[src/verilog/pcicfg_consts.vh]
// Purpose: constants of the configuration register bank
// Assumes: included by pcicfg_regs.v only
// Notes:   offsets are byte addresses of aligned dwords
`ifndef PCICFG_CONSTS_VH
`define PCICFG_CONSTS_VH
`define PCICFG_OFF_IDENT     8'h00
`define PCICFG_OFF_CMDSTAT   8'h04
`define PCICFG_OFF_CLASS     8'h08
`define PCICFG_OFF_LATENCY   8'h0c
`define PCICFG_OFF_IOBASE    8'h10
`define PCICFG_OFF_MEMBASE   8'h14
`define PCICFG_OFF_CARDINFO  8'h28
`define PCICFG_OFF_SUBSYS    8'h2c
`define PCICFG_OFF_ROMBASE   8'h30
`define PCICFG_OFF_CAPPTR    8'h34
`define PCICFG_OFF_INTLINE   8'h3c
`define PCICFG_OFF_SCRATCH   8'h40
`define PCICFG_OFF_MARKER    8'h80
`define PCICFG_OFF_PMCAP     8'hc0
`define PCICFG_OFF_PMCTL     8'hc4
`define PCICFG_BIT_PERR_DET  31
`define PCICFG_BIT_SERR_SIG  30
`define PCICFG_BIT_MABORT    29
`define PCICFG_BIT_TABORT    28
`define PCICFG_BIT_DPERR_REP 24
`define PCICFG_BIT_FAST_B2B  23
`define PCICFG_BIT_NEW_CAP   20
`define PCICFG_BIT_SERR_EN   8
`define PCICFG_BIT_PAR_EN    6
`define PCICFG_BIT_MASTER_EN 2
`define PCICFG_BIT_MEM_EN    1
`define PCICFG_BIT_IO_EN     0
`define PCICFG_SEL_TIMING    2'h1
`define PCICFG_CLASS_VAL     32'h02000011
`define PCICFG_CAPPTR_VAL    8'hc0
`define PCICFG_PM_CAP_ID     8'h01
`define PCICFG_IOBASE_MASK   32'hffffff00
`define PCICFG_MEMBASE_MASK  32'hfffffc00
`define PCICFG_ROMBASE_MASK  32'hfffe0001
`define PCICFG_LATENCY_MASK  32'h0000ffff
`define PCICFG_INTLINE_MASK  32'h000000ff
`define PCICFG_SCRATCH_MASK  32'h0000ff00
`define PCICFG_CMD_MASK      32'h00000147
`define PCICFG_IOBASE_RST    32'h00000000
`define PCICFG_IO_IND        32'h00000001
`define PCICFG_DW_RST        32'h00000000
`define PCICFG_HW_RST        16'h0000
`define PCICFG_STAT_RST      5'h00
`endif

[src/verilog/pcicfg_regs.v]
// Purpose: PCI configuration register bank of the ethernet controller
// Assumes: config cycles decoded upstream into one-cycle rd/wr strobes
// Notes:   status flags are write-one-to-clear; hardware set wins
//
// Notes on behaviour
// - eeprom fields reload after every PCI reset release
// - card info pointer is read only
// - scratch byte 15:8 writable, rest reserved
// - marker register fixed, writes ignored
// - offset zero gives device and vendor codes
// - parity detected set on any i_parity_err; an address parity error does not set it
// - system error signalled set when SERR asserted
// - master abort received flag on master abort
// - target abort received flag on target abort
// - select timing reads 01, read only
// - data parity reported needs three conditions
// - fast back-to-back capable always reads one
// - new capabilities mirrors host config capability bit
// - address parity error drives SERR when enabled
// - parity response gates host status system error
// - no master cycles unless bus master enabled
// - memory decode only with memory space enable
// - io decode only with io space enable
// - only hardware reset restores defaults
// - byte, word and dword accesses by enables
`timescale 1ns/10ps
`default_nettype none
`include "pcicfg_consts.vh"
module pcicfg_regs #(
  parameter [31:0] MARKER_VAL = 32'h12345678, // arbitrary value
  parameter [7:0]  INT_PIN    = 8'h01,
  parameter [15:0] PM_CAPS    = 16'h0000
) (
  input  wire        i_sys_clk,
  input  wire        i_rst_n,
  input  wire        i_soft_rst,
  input  wire        i_cfg_rd,
  input  wire        i_cfg_wr,
  input  wire [7:0]  i_cfg_addr,
  input  wire [3:0]  i_cfg_be,
  input  wire [31:0] i_cfg_wdata,
  output reg  [31:0] o_cfg_rdata,
  output reg         o_cfg_ack,
  output reg         o_ee_load_req,
  input  wire        i_ee_valid,
  input  wire [31:0] i_ee_ident,
  input  wire [31:0] i_ee_subsys,
  input  wire [31:0] i_ee_cardinfo,
  input  wire [15:0] i_ee_lat_gnt,
  input  wire        i_cap_enable,
  input  wire        i_parity_err,
  input  wire        i_addr_parity_err,
  input  wire        i_perr_seen,
  input  wire        i_master_active,
  input  wire        i_master_abort,
  input  wire        i_target_abort,
  input  wire        i_master_req,
  input  wire        i_mem_hit,
  input  wire        i_io_hit,
  output wire        o_serr,
  output wire        o_host_syserr,
  output wire        o_master_req,
  output wire        o_mem_claim,
  output wire        o_io_claim,
  output wire        o_rom_enable
);

  reg  [31:0] ident_r;
  reg  [31:0] subsys_r;
  reg  [31:0] cardinfo_r;
  reg  [15:0] lat_gnt_r;
  reg         started_r;
  reg  [31:0] cmd_r;
  reg  [4:0]  stat_r;
  reg  [4:0]  stat_nxt;
  reg  [31:0] latency_r;
  reg  [31:0] iobase_r;
  reg  [31:0] membase_r;
  reg  [31:0] rombase_r;
  reg  [31:0] intline_r;
  reg  [31:0] scratch_r;
  reg  [31:0] rd_nxt;
  wire [4:0]  stat_set;
  wire [4:0]  stat_clr;
  wire        wr_cmd;

  // byte-lane merge of writable bits only
  function [31:0] merge;
    input [31:0] old;
    input [31:0] wdat;
    input [3:0]  be;
    input [31:0] mask;
    reg   [31:0] lanes;
    begin
      lanes = {{8{be[3]}}, {8{be[2]}}, {8{be[1]}}, {8{be[0]}}} & mask;
      merge = (old & ~lanes) | (wdat & lanes);
    end
  endfunction

  function hit;
    input [7:0] off;
    begin
      hit = (i_cfg_addr[7:2] == off[7:2]);
    end
  endfunction

  assign wr_cmd = i_cfg_wr & hit(`PCICFG_OFF_CMDSTAT);

  assign o_serr = cmd_r[`PCICFG_BIT_SERR_EN] & i_addr_parity_err;
  // parity errors reach the host system error only when response is on; parity detected still sets
  assign o_host_syserr = cmd_r[`PCICFG_BIT_PAR_EN] & i_parity_err;
  assign o_master_req = i_master_req & cmd_r[`PCICFG_BIT_MASTER_EN];
  assign o_mem_claim = i_mem_hit & cmd_r[`PCICFG_BIT_MEM_EN];
  assign o_io_claim = i_io_hit & cmd_r[`PCICFG_BIT_IO_EN];
  assign o_rom_enable = rombase_r[0] & cmd_r[`PCICFG_BIT_MEM_EN];

  // status order: perr_det, serr_sig, mabort, tabort, dperr_rep
  assign stat_set[4] = i_parity_err;
  assign stat_set[3] = o_serr;
  assign stat_set[2] = i_master_abort & i_master_active;
  assign stat_set[1] = i_target_abort & i_master_active;
  assign stat_set[0] = i_perr_seen & i_master_active &
                       cmd_r[`PCICFG_BIT_PAR_EN];
  assign stat_clr = (wr_cmd & i_cfg_be[3]) ?
                    {i_cfg_wdata[31:28], i_cfg_wdata[24]} : 5'h00;

  // a flag set by hardware in the clearing cycle survives the clear
  function flag_next;
    input old;
    input set;
    input clr;
    begin
      flag_next = set | (old & ~clr);
    end
  endfunction

  always @* begin
    stat_nxt[4] = flag_next(stat_r[4], stat_set[4], stat_clr[4]);
    stat_nxt[3] = flag_next(stat_r[3], stat_set[3], stat_clr[3]);
    stat_nxt[2] = flag_next(stat_r[2], stat_set[2], stat_clr[2]);
    stat_nxt[1] = flag_next(stat_r[1], stat_set[1], stat_clr[1]);
    stat_nxt[0] = flag_next(stat_r[0], stat_set[0], stat_clr[0]);
  end

  always @* begin
    rd_nxt = 32'h00000000;
    case ({i_cfg_addr[7:2], 2'b00})
      `PCICFG_OFF_IDENT: rd_nxt = ident_r;
      `PCICFG_OFF_CMDSTAT: begin
        rd_nxt = cmd_r;
        rd_nxt[`PCICFG_BIT_PERR_DET] = stat_r[4];
        rd_nxt[`PCICFG_BIT_SERR_SIG] = stat_r[3];
        rd_nxt[`PCICFG_BIT_MABORT] = stat_r[2];
        rd_nxt[`PCICFG_BIT_TABORT] = stat_r[1];
        rd_nxt[26:25] = `PCICFG_SEL_TIMING;
        rd_nxt[`PCICFG_BIT_DPERR_REP] = stat_r[0];
        rd_nxt[`PCICFG_BIT_FAST_B2B] = 1'b1;
        rd_nxt[`PCICFG_BIT_NEW_CAP] = i_cap_enable;
      end
      `PCICFG_OFF_CLASS: rd_nxt = `PCICFG_CLASS_VAL;
      `PCICFG_OFF_LATENCY: rd_nxt = latency_r;
      `PCICFG_OFF_IOBASE: rd_nxt = iobase_r | `PCICFG_IO_IND;
      `PCICFG_OFF_MEMBASE: rd_nxt = membase_r;
      `PCICFG_OFF_CARDINFO: rd_nxt = cardinfo_r;
      `PCICFG_OFF_SUBSYS: rd_nxt = subsys_r;
      `PCICFG_OFF_ROMBASE: rd_nxt = rombase_r;
      `PCICFG_OFF_CAPPTR: rd_nxt = {24'h000000, `PCICFG_CAPPTR_VAL};
      `PCICFG_OFF_INTLINE: rd_nxt = {lat_gnt_r, INT_PIN, intline_r[7:0]};
      `PCICFG_OFF_SCRATCH: rd_nxt = scratch_r;
      `PCICFG_OFF_MARKER: rd_nxt = MARKER_VAL;
      `PCICFG_OFF_PMCAP: rd_nxt = {PM_CAPS, 8'h00, `PCICFG_PM_CAP_ID};
      default: rd_nxt = `PCICFG_DW_RST;
    endcase
  end

  // one write strobe per writable register
  wire        wr_latency;
  wire        wr_iobase;
  wire        wr_membase;
  wire        wr_rombase;
  wire        wr_intline;
  wire        wr_scratch;
  wire        cfg_access;
  reg  [31:0] cmd_nxt;
  reg  [31:0] latency_nxt;
  reg  [31:0] iobase_nxt;
  reg  [31:0] membase_nxt;
  reg  [31:0] rombase_nxt;
  reg  [31:0] intline_nxt;
  reg  [31:0] scratch_nxt;
  reg  [31:0] rdata_nxt;
  reg         ack_nxt;
  reg         load_req_nxt;

  assign wr_latency = i_cfg_wr & hit(`PCICFG_OFF_LATENCY);
  assign wr_iobase  = i_cfg_wr & hit(`PCICFG_OFF_IOBASE);
  assign wr_membase = i_cfg_wr & hit(`PCICFG_OFF_MEMBASE);
  assign wr_rombase = i_cfg_wr & hit(`PCICFG_OFF_ROMBASE);
  assign wr_intline = i_cfg_wr & hit(`PCICFG_OFF_INTLINE);
  assign wr_scratch = i_cfg_wr & hit(`PCICFG_OFF_SCRATCH);
  assign cfg_access = i_cfg_rd | i_cfg_wr;

  // read-only and reserved bits are masked out of every merge
  always @* begin
    cmd_nxt     = cmd_r;
    latency_nxt = latency_r;
    iobase_nxt  = iobase_r;
    membase_nxt = membase_r;
    rombase_nxt = rombase_r;
    intline_nxt = intline_r;
    scratch_nxt = scratch_r;
    if (wr_cmd) begin
      cmd_nxt = merge(cmd_r, i_cfg_wdata, i_cfg_be, `PCICFG_CMD_MASK);
    end
    if (wr_latency) begin
      latency_nxt = merge(latency_r, i_cfg_wdata, i_cfg_be, `PCICFG_LATENCY_MASK);
    end
    if (wr_iobase) begin
      iobase_nxt = merge(iobase_r, i_cfg_wdata, i_cfg_be, `PCICFG_IOBASE_MASK);
    end
    if (wr_membase) begin
      membase_nxt = merge(membase_r, i_cfg_wdata, i_cfg_be, `PCICFG_MEMBASE_MASK);
    end
    if (wr_rombase) begin
      rombase_nxt = merge(rombase_r, i_cfg_wdata, i_cfg_be, `PCICFG_ROMBASE_MASK);
    end
    if (wr_intline) begin
      intline_nxt = merge(intline_r, i_cfg_wdata, i_cfg_be, `PCICFG_INTLINE_MASK);
    end
    if (wr_scratch) begin
      scratch_nxt = merge(scratch_r, i_cfg_wdata, i_cfg_be, `PCICFG_SCRATCH_MASK);
    end
  end

  // the read path only moves on a read, so stale data stays put
  always @* begin
    ack_nxt      = cfg_access;
    rdata_nxt    = o_cfg_rdata;
    load_req_nxt = ~started_r;
    if (i_cfg_rd) begin
      rdata_nxt = rd_nxt;
    end
  end

  // i_soft_rst is deliberately unused: software reset keeps this bank
  always @(posedge i_sys_clk) begin
    if (!i_rst_n) begin
      started_r     <= 1'b0;
      o_ee_load_req <= 1'b0;
    end else begin
      started_r     <= 1'b1;
      o_ee_load_req <= load_req_nxt;
    end
  end

  // identifiers read zero until the reader answers, so a lost load shows
  always @(posedge i_sys_clk) begin
    if (!i_rst_n) begin
      ident_r <= `PCICFG_DW_RST;
    end else if (i_ee_valid) begin
      ident_r <= i_ee_ident;
    end
  end

  always @(posedge i_sys_clk) begin
    if (!i_rst_n) begin
      subsys_r <= `PCICFG_DW_RST;
    end else if (i_ee_valid) begin
      subsys_r <= i_ee_subsys;
    end
  end

  always @(posedge i_sys_clk) begin
    if (!i_rst_n) begin
      cardinfo_r <= `PCICFG_DW_RST;
    end else if (i_ee_valid) begin
      cardinfo_r <= i_ee_cardinfo;
    end
  end

  always @(posedge i_sys_clk) begin
    if (!i_rst_n) begin
      lat_gnt_r <= `PCICFG_HW_RST;
    end else if (i_ee_valid) begin
      lat_gnt_r <= i_ee_lat_gnt;
    end
  end

  always @(posedge i_sys_clk) begin
    if (!i_rst_n) begin
      stat_r <= `PCICFG_STAT_RST;
    end else begin
      stat_r <= stat_nxt;
    end
  end

  always @(posedge i_sys_clk) begin
    if (!i_rst_n) begin
      cmd_r <= `PCICFG_DW_RST;
    end else begin
      cmd_r <= cmd_nxt;
    end
  end

  always @(posedge i_sys_clk) begin
    if (!i_rst_n) begin
      latency_r <= `PCICFG_DW_RST;
    end else begin
      latency_r <= latency_nxt;
    end
  end

  always @(posedge i_sys_clk) begin
    if (!i_rst_n) begin
      iobase_r <= `PCICFG_IOBASE_RST;
    end else begin
      iobase_r <= iobase_nxt;
    end
  end

  always @(posedge i_sys_clk) begin
    if (!i_rst_n) begin
      membase_r <= `PCICFG_DW_RST;
    end else begin
      membase_r <= membase_nxt;
    end
  end

  always @(posedge i_sys_clk) begin
    if (!i_rst_n) begin
      rombase_r <= `PCICFG_DW_RST;
    end else begin
      rombase_r <= rombase_nxt;
    end
  end

  always @(posedge i_sys_clk) begin
    if (!i_rst_n) begin
      intline_r <= `PCICFG_DW_RST;
    end else begin
      intline_r <= intline_nxt;
    end
  end

  always @(posedge i_sys_clk) begin
    if (!i_rst_n) begin
      scratch_r <= `PCICFG_DW_RST;
    end else begin
      scratch_r <= scratch_nxt;
    end
  end

  // every access is answered one cycle later, mapped or not
  always @(posedge i_sys_clk) begin
    if (!i_rst_n) begin
      o_cfg_ack   <= 1'b0;
      o_cfg_rdata <= `PCICFG_DW_RST;
    end else begin
      o_cfg_ack   <= ack_nxt;
      o_cfg_rdata <= rdata_nxt;
    end
  end

endmodule
`default_nettype wire

[config.mk]
export PLATFORM = sky130hd
export DESIGN_NAME = pcicfg_regs
export DESIGN_NICKNAME = d
export VERILOG_FILES = /design/src/verilog/pcicfg_regs.v
export VERILOG_INCLUDE_DIRS = /design/src /design/src/verilog
export SDC_FILE = /design/constraint.sdc
export NUM_CORES = 1
export LEC_CHECK = 0
export ABC_AREA = 0
export BUFFER_PORTS_ARGS = -buffer_cell sky130_fd_sc_hd__buf_2
export CAP_MARGIN = 20
export CORE_ASPECT_RATIO = 1.4
export CORE_UTILIZATION = 55
export CTS_CLUSTER_DIAMETER = 80
export CTS_CLUSTER_SIZE = 14
export DETAILED_ROUTE_END_ITERATION = 7
export PLACE_DENSITY = 0.79
export SYNTH_ARGS = -nofsm -noshare
export SYNTH_HDL_FRONTEND = slang
export SYNTH_SLANG_ARGS = --single-unit
[constraint.sdc]
create_clock -name i_sys_clk -period 3.2 [get_ports i_sys_clk]
set_input_delay 0.96 -clock i_sys_clk [delete_from_list [all_inputs] [get_ports i_sys_clk]]
set_output_delay 0.96 -clock i_sys_clk [all_outputs]
set_load 0.05 [all_outputs]
==> Implementation_results.wiki <==
{| class="wikitable"
! Metric !! Value
|-
| Run status || completed
|-
| Fraction of the mapped netlist area in simple logic gates || between 10% and 20%
|-
| Starting utilization of the core area || between 50 and 60%
|-
| Detailed router's first-iteration violation count || roughly 590
|-
| Total number of H-tree levels || 1
|-
| Category of the worst setup path capture point || flip-flop
|-
| Global-route wire length before repair || around 46 mm
|-
| Critical path arrival || between 2 and 3 ns
|-
| Final hold violation count || 0
|-
| Proportion of layout cells with a drive suffix above 1 || a little under a quarter
|-
| Flops & latches, synth || roughly 250
|-
| Horizontal die dimension || between 100 and 150 um
|-
| Post-synthesis share of cell area spent on full adders, half adders and majority gates || 0%
|-
| Number of enable-type register cells in the synthesized netlist || 0
|-
| Mapped Cells || between 1000 and 1500
|-
| Sum Neg Setup Slack || 0 ns
|-
| Portion of the clock cycle consumed by the worst path in the final layout || between 70 and 80%
|-
| Pin count of the biggest net entering global routing || 90
|-
| Antenna violations before repair || 3
|-
| Most common cell type on the critical path || sky130_fd_sc_hd__buf_4
|-
| Data required time at the worst endpoint || around 3.6 ns
|-
| Combinational family with the most area after synthesis || multiplexers
|-
| Fin Hold WS || between 0.3 and 0.4 ns
|-
| RSZ-0062 raised after global routing || false
|-
| Time the worst path needs with I/O delays and setup || between 2 and 3 ns
|-
| Delay-heaviest family, CP || simple AND/OR/NAND/NOR gates
|-
| Post-synthesis compound-gate area fraction || between 10% and 20%
|-
| Max IR drop VDD || roughly 0.38 mV
|-
| Final max-slew violation count || 0
|-
| Via count of the first global-routing pass || 8753
|-
| Final core area utilization || 66.0%
|-
| Source-to-sink clock delay at the later pin of the worst-skew pair || 0.50 ns
|-
| Total nets after synthesis || 1262
|-
| Io pins || around 210
|-
| Synth warnings || 0
|-
| Clock Sink Count || 251
|-
| Synthesized area per cell || ~10 sq um
|-
| Critical path start-end classification || primary input to flip-flop
|-
| Maximum clock frequency || between 300 and 400 MHz
|-
| Share of cell area taken by muxes after synthesis || about a fifth
|-
| Number of unique standard cell types used by synthesis || 56
|-
| Hold crit path type || flip-flop to flip-flop
|-
| Hold buffers post-CTS || 0
|-
| Detail-routed via count per cell || roughly 5.7
|-
| Headroom to the max-slew limit || around a third
|-
| Number of violations of the max-capacitance limit || 0
|-
| Kind of start point of the critical path || primary input
|-
| Critical path buffer and inverter count || 3
|-
| Cell breakdown of the critical path || buf_2, or4_1, buf_4, nor4_4, buf_4, mux2i_1, nor2b_1
|-
| Routability congestion estimate || about 0.82
|-
| CTS tree || done
|-
| Share of synthesized registers carrying an async set or reset || 0%
|-
| # rows || just over 60
|-
| Most used DFF post-synth || sky130_fd_sc_hd__dfxtp_1
|-
| Cell type of the slowest stage on the worst timing path || sky130_fd_sc_hd__or4_1
|-
| Number of nets with antenna violations after routing || 0
|-
| Die footprint || 20800 sq um
|-
| Count of nets after finishing || between 1000 and 1500
|-
| Detailed placement HPWL || 20.9 mm
|-
| Setup violations, final || 0
|-
| Wire length per cell after detailed routing || roughly 19 um
|-
| DIE HEIGHT || approximately 170 um
|-
| Register area share after synthesis || a little under half
|-
| Clock Tree Root || sky130_fd_sc_hd__clkbuf_16
|-
| Via total after detailed routing || about 8900
|-
| Leak pwr || around 5.1 nW
|-
| Aggregate global-route resource usage || between 20% and 30%
|-
| Post-Synth XOR/XNOR Area || 0.158%
|-
| Max clock buf depth || 3
|-
| Resized Gates After CTS || 0
|-
| Total congestion overflow after global routing || 0
|-
| Synth-to-layout area growth || 18.0%
|-
| Core outline area || 19800 sq um
|-
| CTS Buf Count || 21
|-
| Sum of routed wire length over all layers || roughly 30 mm
|-
| Worst Clk Skew || just under 0.007 ns
|-
| First drt pass iteration count || 7
|-
| Post-CTS Setup Repair Bufs || 0
|-
| Mapped Area || 11100 sq um
|-
| Critical path's largest stage delay || approximately 0.76 ns
|-
| Power density over the cells || around 460 nW/um^2
|-
| Slew at the pin with the worst max-slew slack || 0.971 ns
|-
| Count of buffers inserted at the top-level ports || about 210
|-
| Crit Path Max Fanout || 12
|-
| Clock transition at the register clock pins on the worst setup and hold paths after CTS || roughly 0.060 ns
|-
| DRC violation count after routing || 0
|}
stage by stage:
| step | power (W) | setup WS [ns] | cell area, sq um | std cells |
|---|---|---|---|---|
| floorplan | 0.00366 | 0.594 | 11100 | 1090 |
| global placement | 0.00389 | 0.269 | 12600 | 1522 |
| detailed placement | 0.00390 | 0.200 | 12600 | 1522 |
| CTS | 0.00611 | 0.725 | 13100 | 1544 |
| global route | 0.00627 | 0.637 | 13100 | 1545 |
| finish | 0.00606 | 0.690 | 13100 | 1545 |
placed cells by master, fill, tap and decap left out, types with 3 or more instances in the layout:
| master | instances |
|---|---|
| sky130_fd_sc_hd__a31oi_1 | 15 |
| sky130_fd_sc_hd__inv_1 | 3 |
| sky130_fd_sc_hd__o2bb2ai_1 | 4 |
| sky130_fd_sc_hd__nor2b_1 | 220 |
| sky130_fd_sc_hd__nand3_1 | 7 |
| sky130_fd_sc_hd__buf_2 | 206 |
| sky130_fd_sc_hd__a32oi_1 | 6 |
| sky130_fd_sc_hd__a211oi_1 | 4 |
| sky130_fd_sc_hd__or3_1 | 3 |
| sky130_fd_sc_hd__nor4_4 | 5 |
| sky130_fd_sc_hd__and2_1 | 9 |
| sky130_fd_sc_hd__mux2i_1 | 230 |
| sky130_fd_sc_hd__a21oi_1 | 21 |
| sky130_fd_sc_hd__buf_4 | 52 |
| sky130_fd_sc_hd__o21a_1 | 3 |
| sky130_fd_sc_hd__nand2_1 | 44 |
| sky130_fd_sc_hd__clkbuf_16 | 21 |
| sky130_fd_sc_hd__a22oi_1 | 29 |
| sky130_fd_sc_hd__o21ai_0 | 22 |
| sky130_fd_sc_hd__a21boi_0 | 9 |
| sky130_fd_sc_hd__nor3_1 | 6 |
| sky130_fd_sc_hd__mux2_2 | 3 |
| sky130_fd_sc_hd__a221oi_1 | 19 |
| sky130_fd_sc_hd__a2111oi_0 | 4 |
| sky130_fd_sc_hd__a22o_1 | 12 |
| sky130_fd_sc_hd__and3_1 | 4 |
| sky130_fd_sc_hd__nand4_1 | 7 |
| sky130_fd_sc_hd__a222oi_1 | 5 |
| sky130_fd_sc_hd__nor2_1 | 22 |
| sky130_fd_sc_hd__dfxtp_1 | 251 |
| sky130_fd_sc_hd__nor2_2 | 4 |
| sky130_fd_sc_hd__nand2b_1 | 3 |
worst paths after layout:
| path | startpoint | end | slack (ns) | cells past startpoint |
|---|---|---|---|---|
| worst max register to register | subsys_r[4]$_SDFFE_PN0P_ | o_cfg_rdata[4]$_SDFFE_PN0P_ | 1.92 | 5 |
| worst min-delay path | started_r$_DFF_P_ | o_ee_load_req$_SDFF_PN0_ | 0.39 | 1 |
| worst max-delay path | i_cfg_addr[6] | flip-flop | 0.69 | 7 |
| worst min register to register | started_r$_DFF_P_ | o_ee_load_req$_SDFF_PN0_ | 0.39 | 1 |
synth_stat cells (5+ instances only):
cell type                  number  area (sq um)
sky130_fd_sc_hd__and2_1         9          56.3
sky130_fd_sc_hd__a31oi_1       15          93.8
sky130_fd_sc_hd__nand4_1        7          43.8
sky130_fd_sc_hd__o21ai_0       22           110
sky130_fd_sc_hd__buf_1          9          33.8
sky130_fd_sc_hd__buf_2         21           105
sky130_fd_sc_hd__mux2i_1      230          2300
sky130_fd_sc_hd__dfxtp_1      251          5020
sky130_fd_sc_hd__a221oi_1      19           166
sky130_fd_sc_hd__a21boi_0       9          67.6
sky130_fd_sc_hd__nor4_4         5           106
sky130_fd_sc_hd__a22o_1        12           105
sky130_fd_sc_hd__a22oi_1       29           218
sky130_fd_sc_hd__clkbuf_1      49           184
sky130_fd_sc_hd__nand2_1       44           165
sky130_fd_sc_hd__nor2b_1      221          1380
sky130_fd_sc_hd__a32oi_1        6          52.6
sky130_fd_sc_hd__nor3_1         6          30.0
sky130_fd_sc_hd__a21oi_1       21           105
sky130_fd_sc_hd__nor2_1        23          86.3
sky130_fd_sc_hd__a222oi_1       5          50.1
sky130_fd_sc_hd__nand3_1        7          35.0
where the power goes:
group | switching [W] | internal, W | total (W)
Combinational | 0.000299 | 0.000266 | 0.000565
Sequential | 0.0000534 | 0.00322 | 0.00327
Clock | 0.00107 | 0.00116 | 0.00223
cell type report:
class / count / area (sq um)
fillers: 1696 / 6740
multi-input cells: 755 / 5750
flip-flops and latches: 251 / 5020
repair buffers: 261 / 1470
clock buffers: 22 / 529
well taps: 252 / 315
inverters: 3 / 11.3
diodes: 1 / 2.50
logic make-up (layout without fill, tap and decap cells):
group	count (synthesis)	count (layout)
AOI/OAI and AO/OA	167	167
muxes	233	233
and+or+nand+nor	353	353
xor gates and xnor gates	2	2
other	0	1
buffers and inverters	84	286
DFF	251	251
layer usage:
metal  share of wire (%)  GRT usage [%]
met5               0.080              0
met2                  49           48.3
met3                 5.8           4.46
met4                 3.7           12.9
met1                  42           34.7
(Power assumes the default switching activity.)
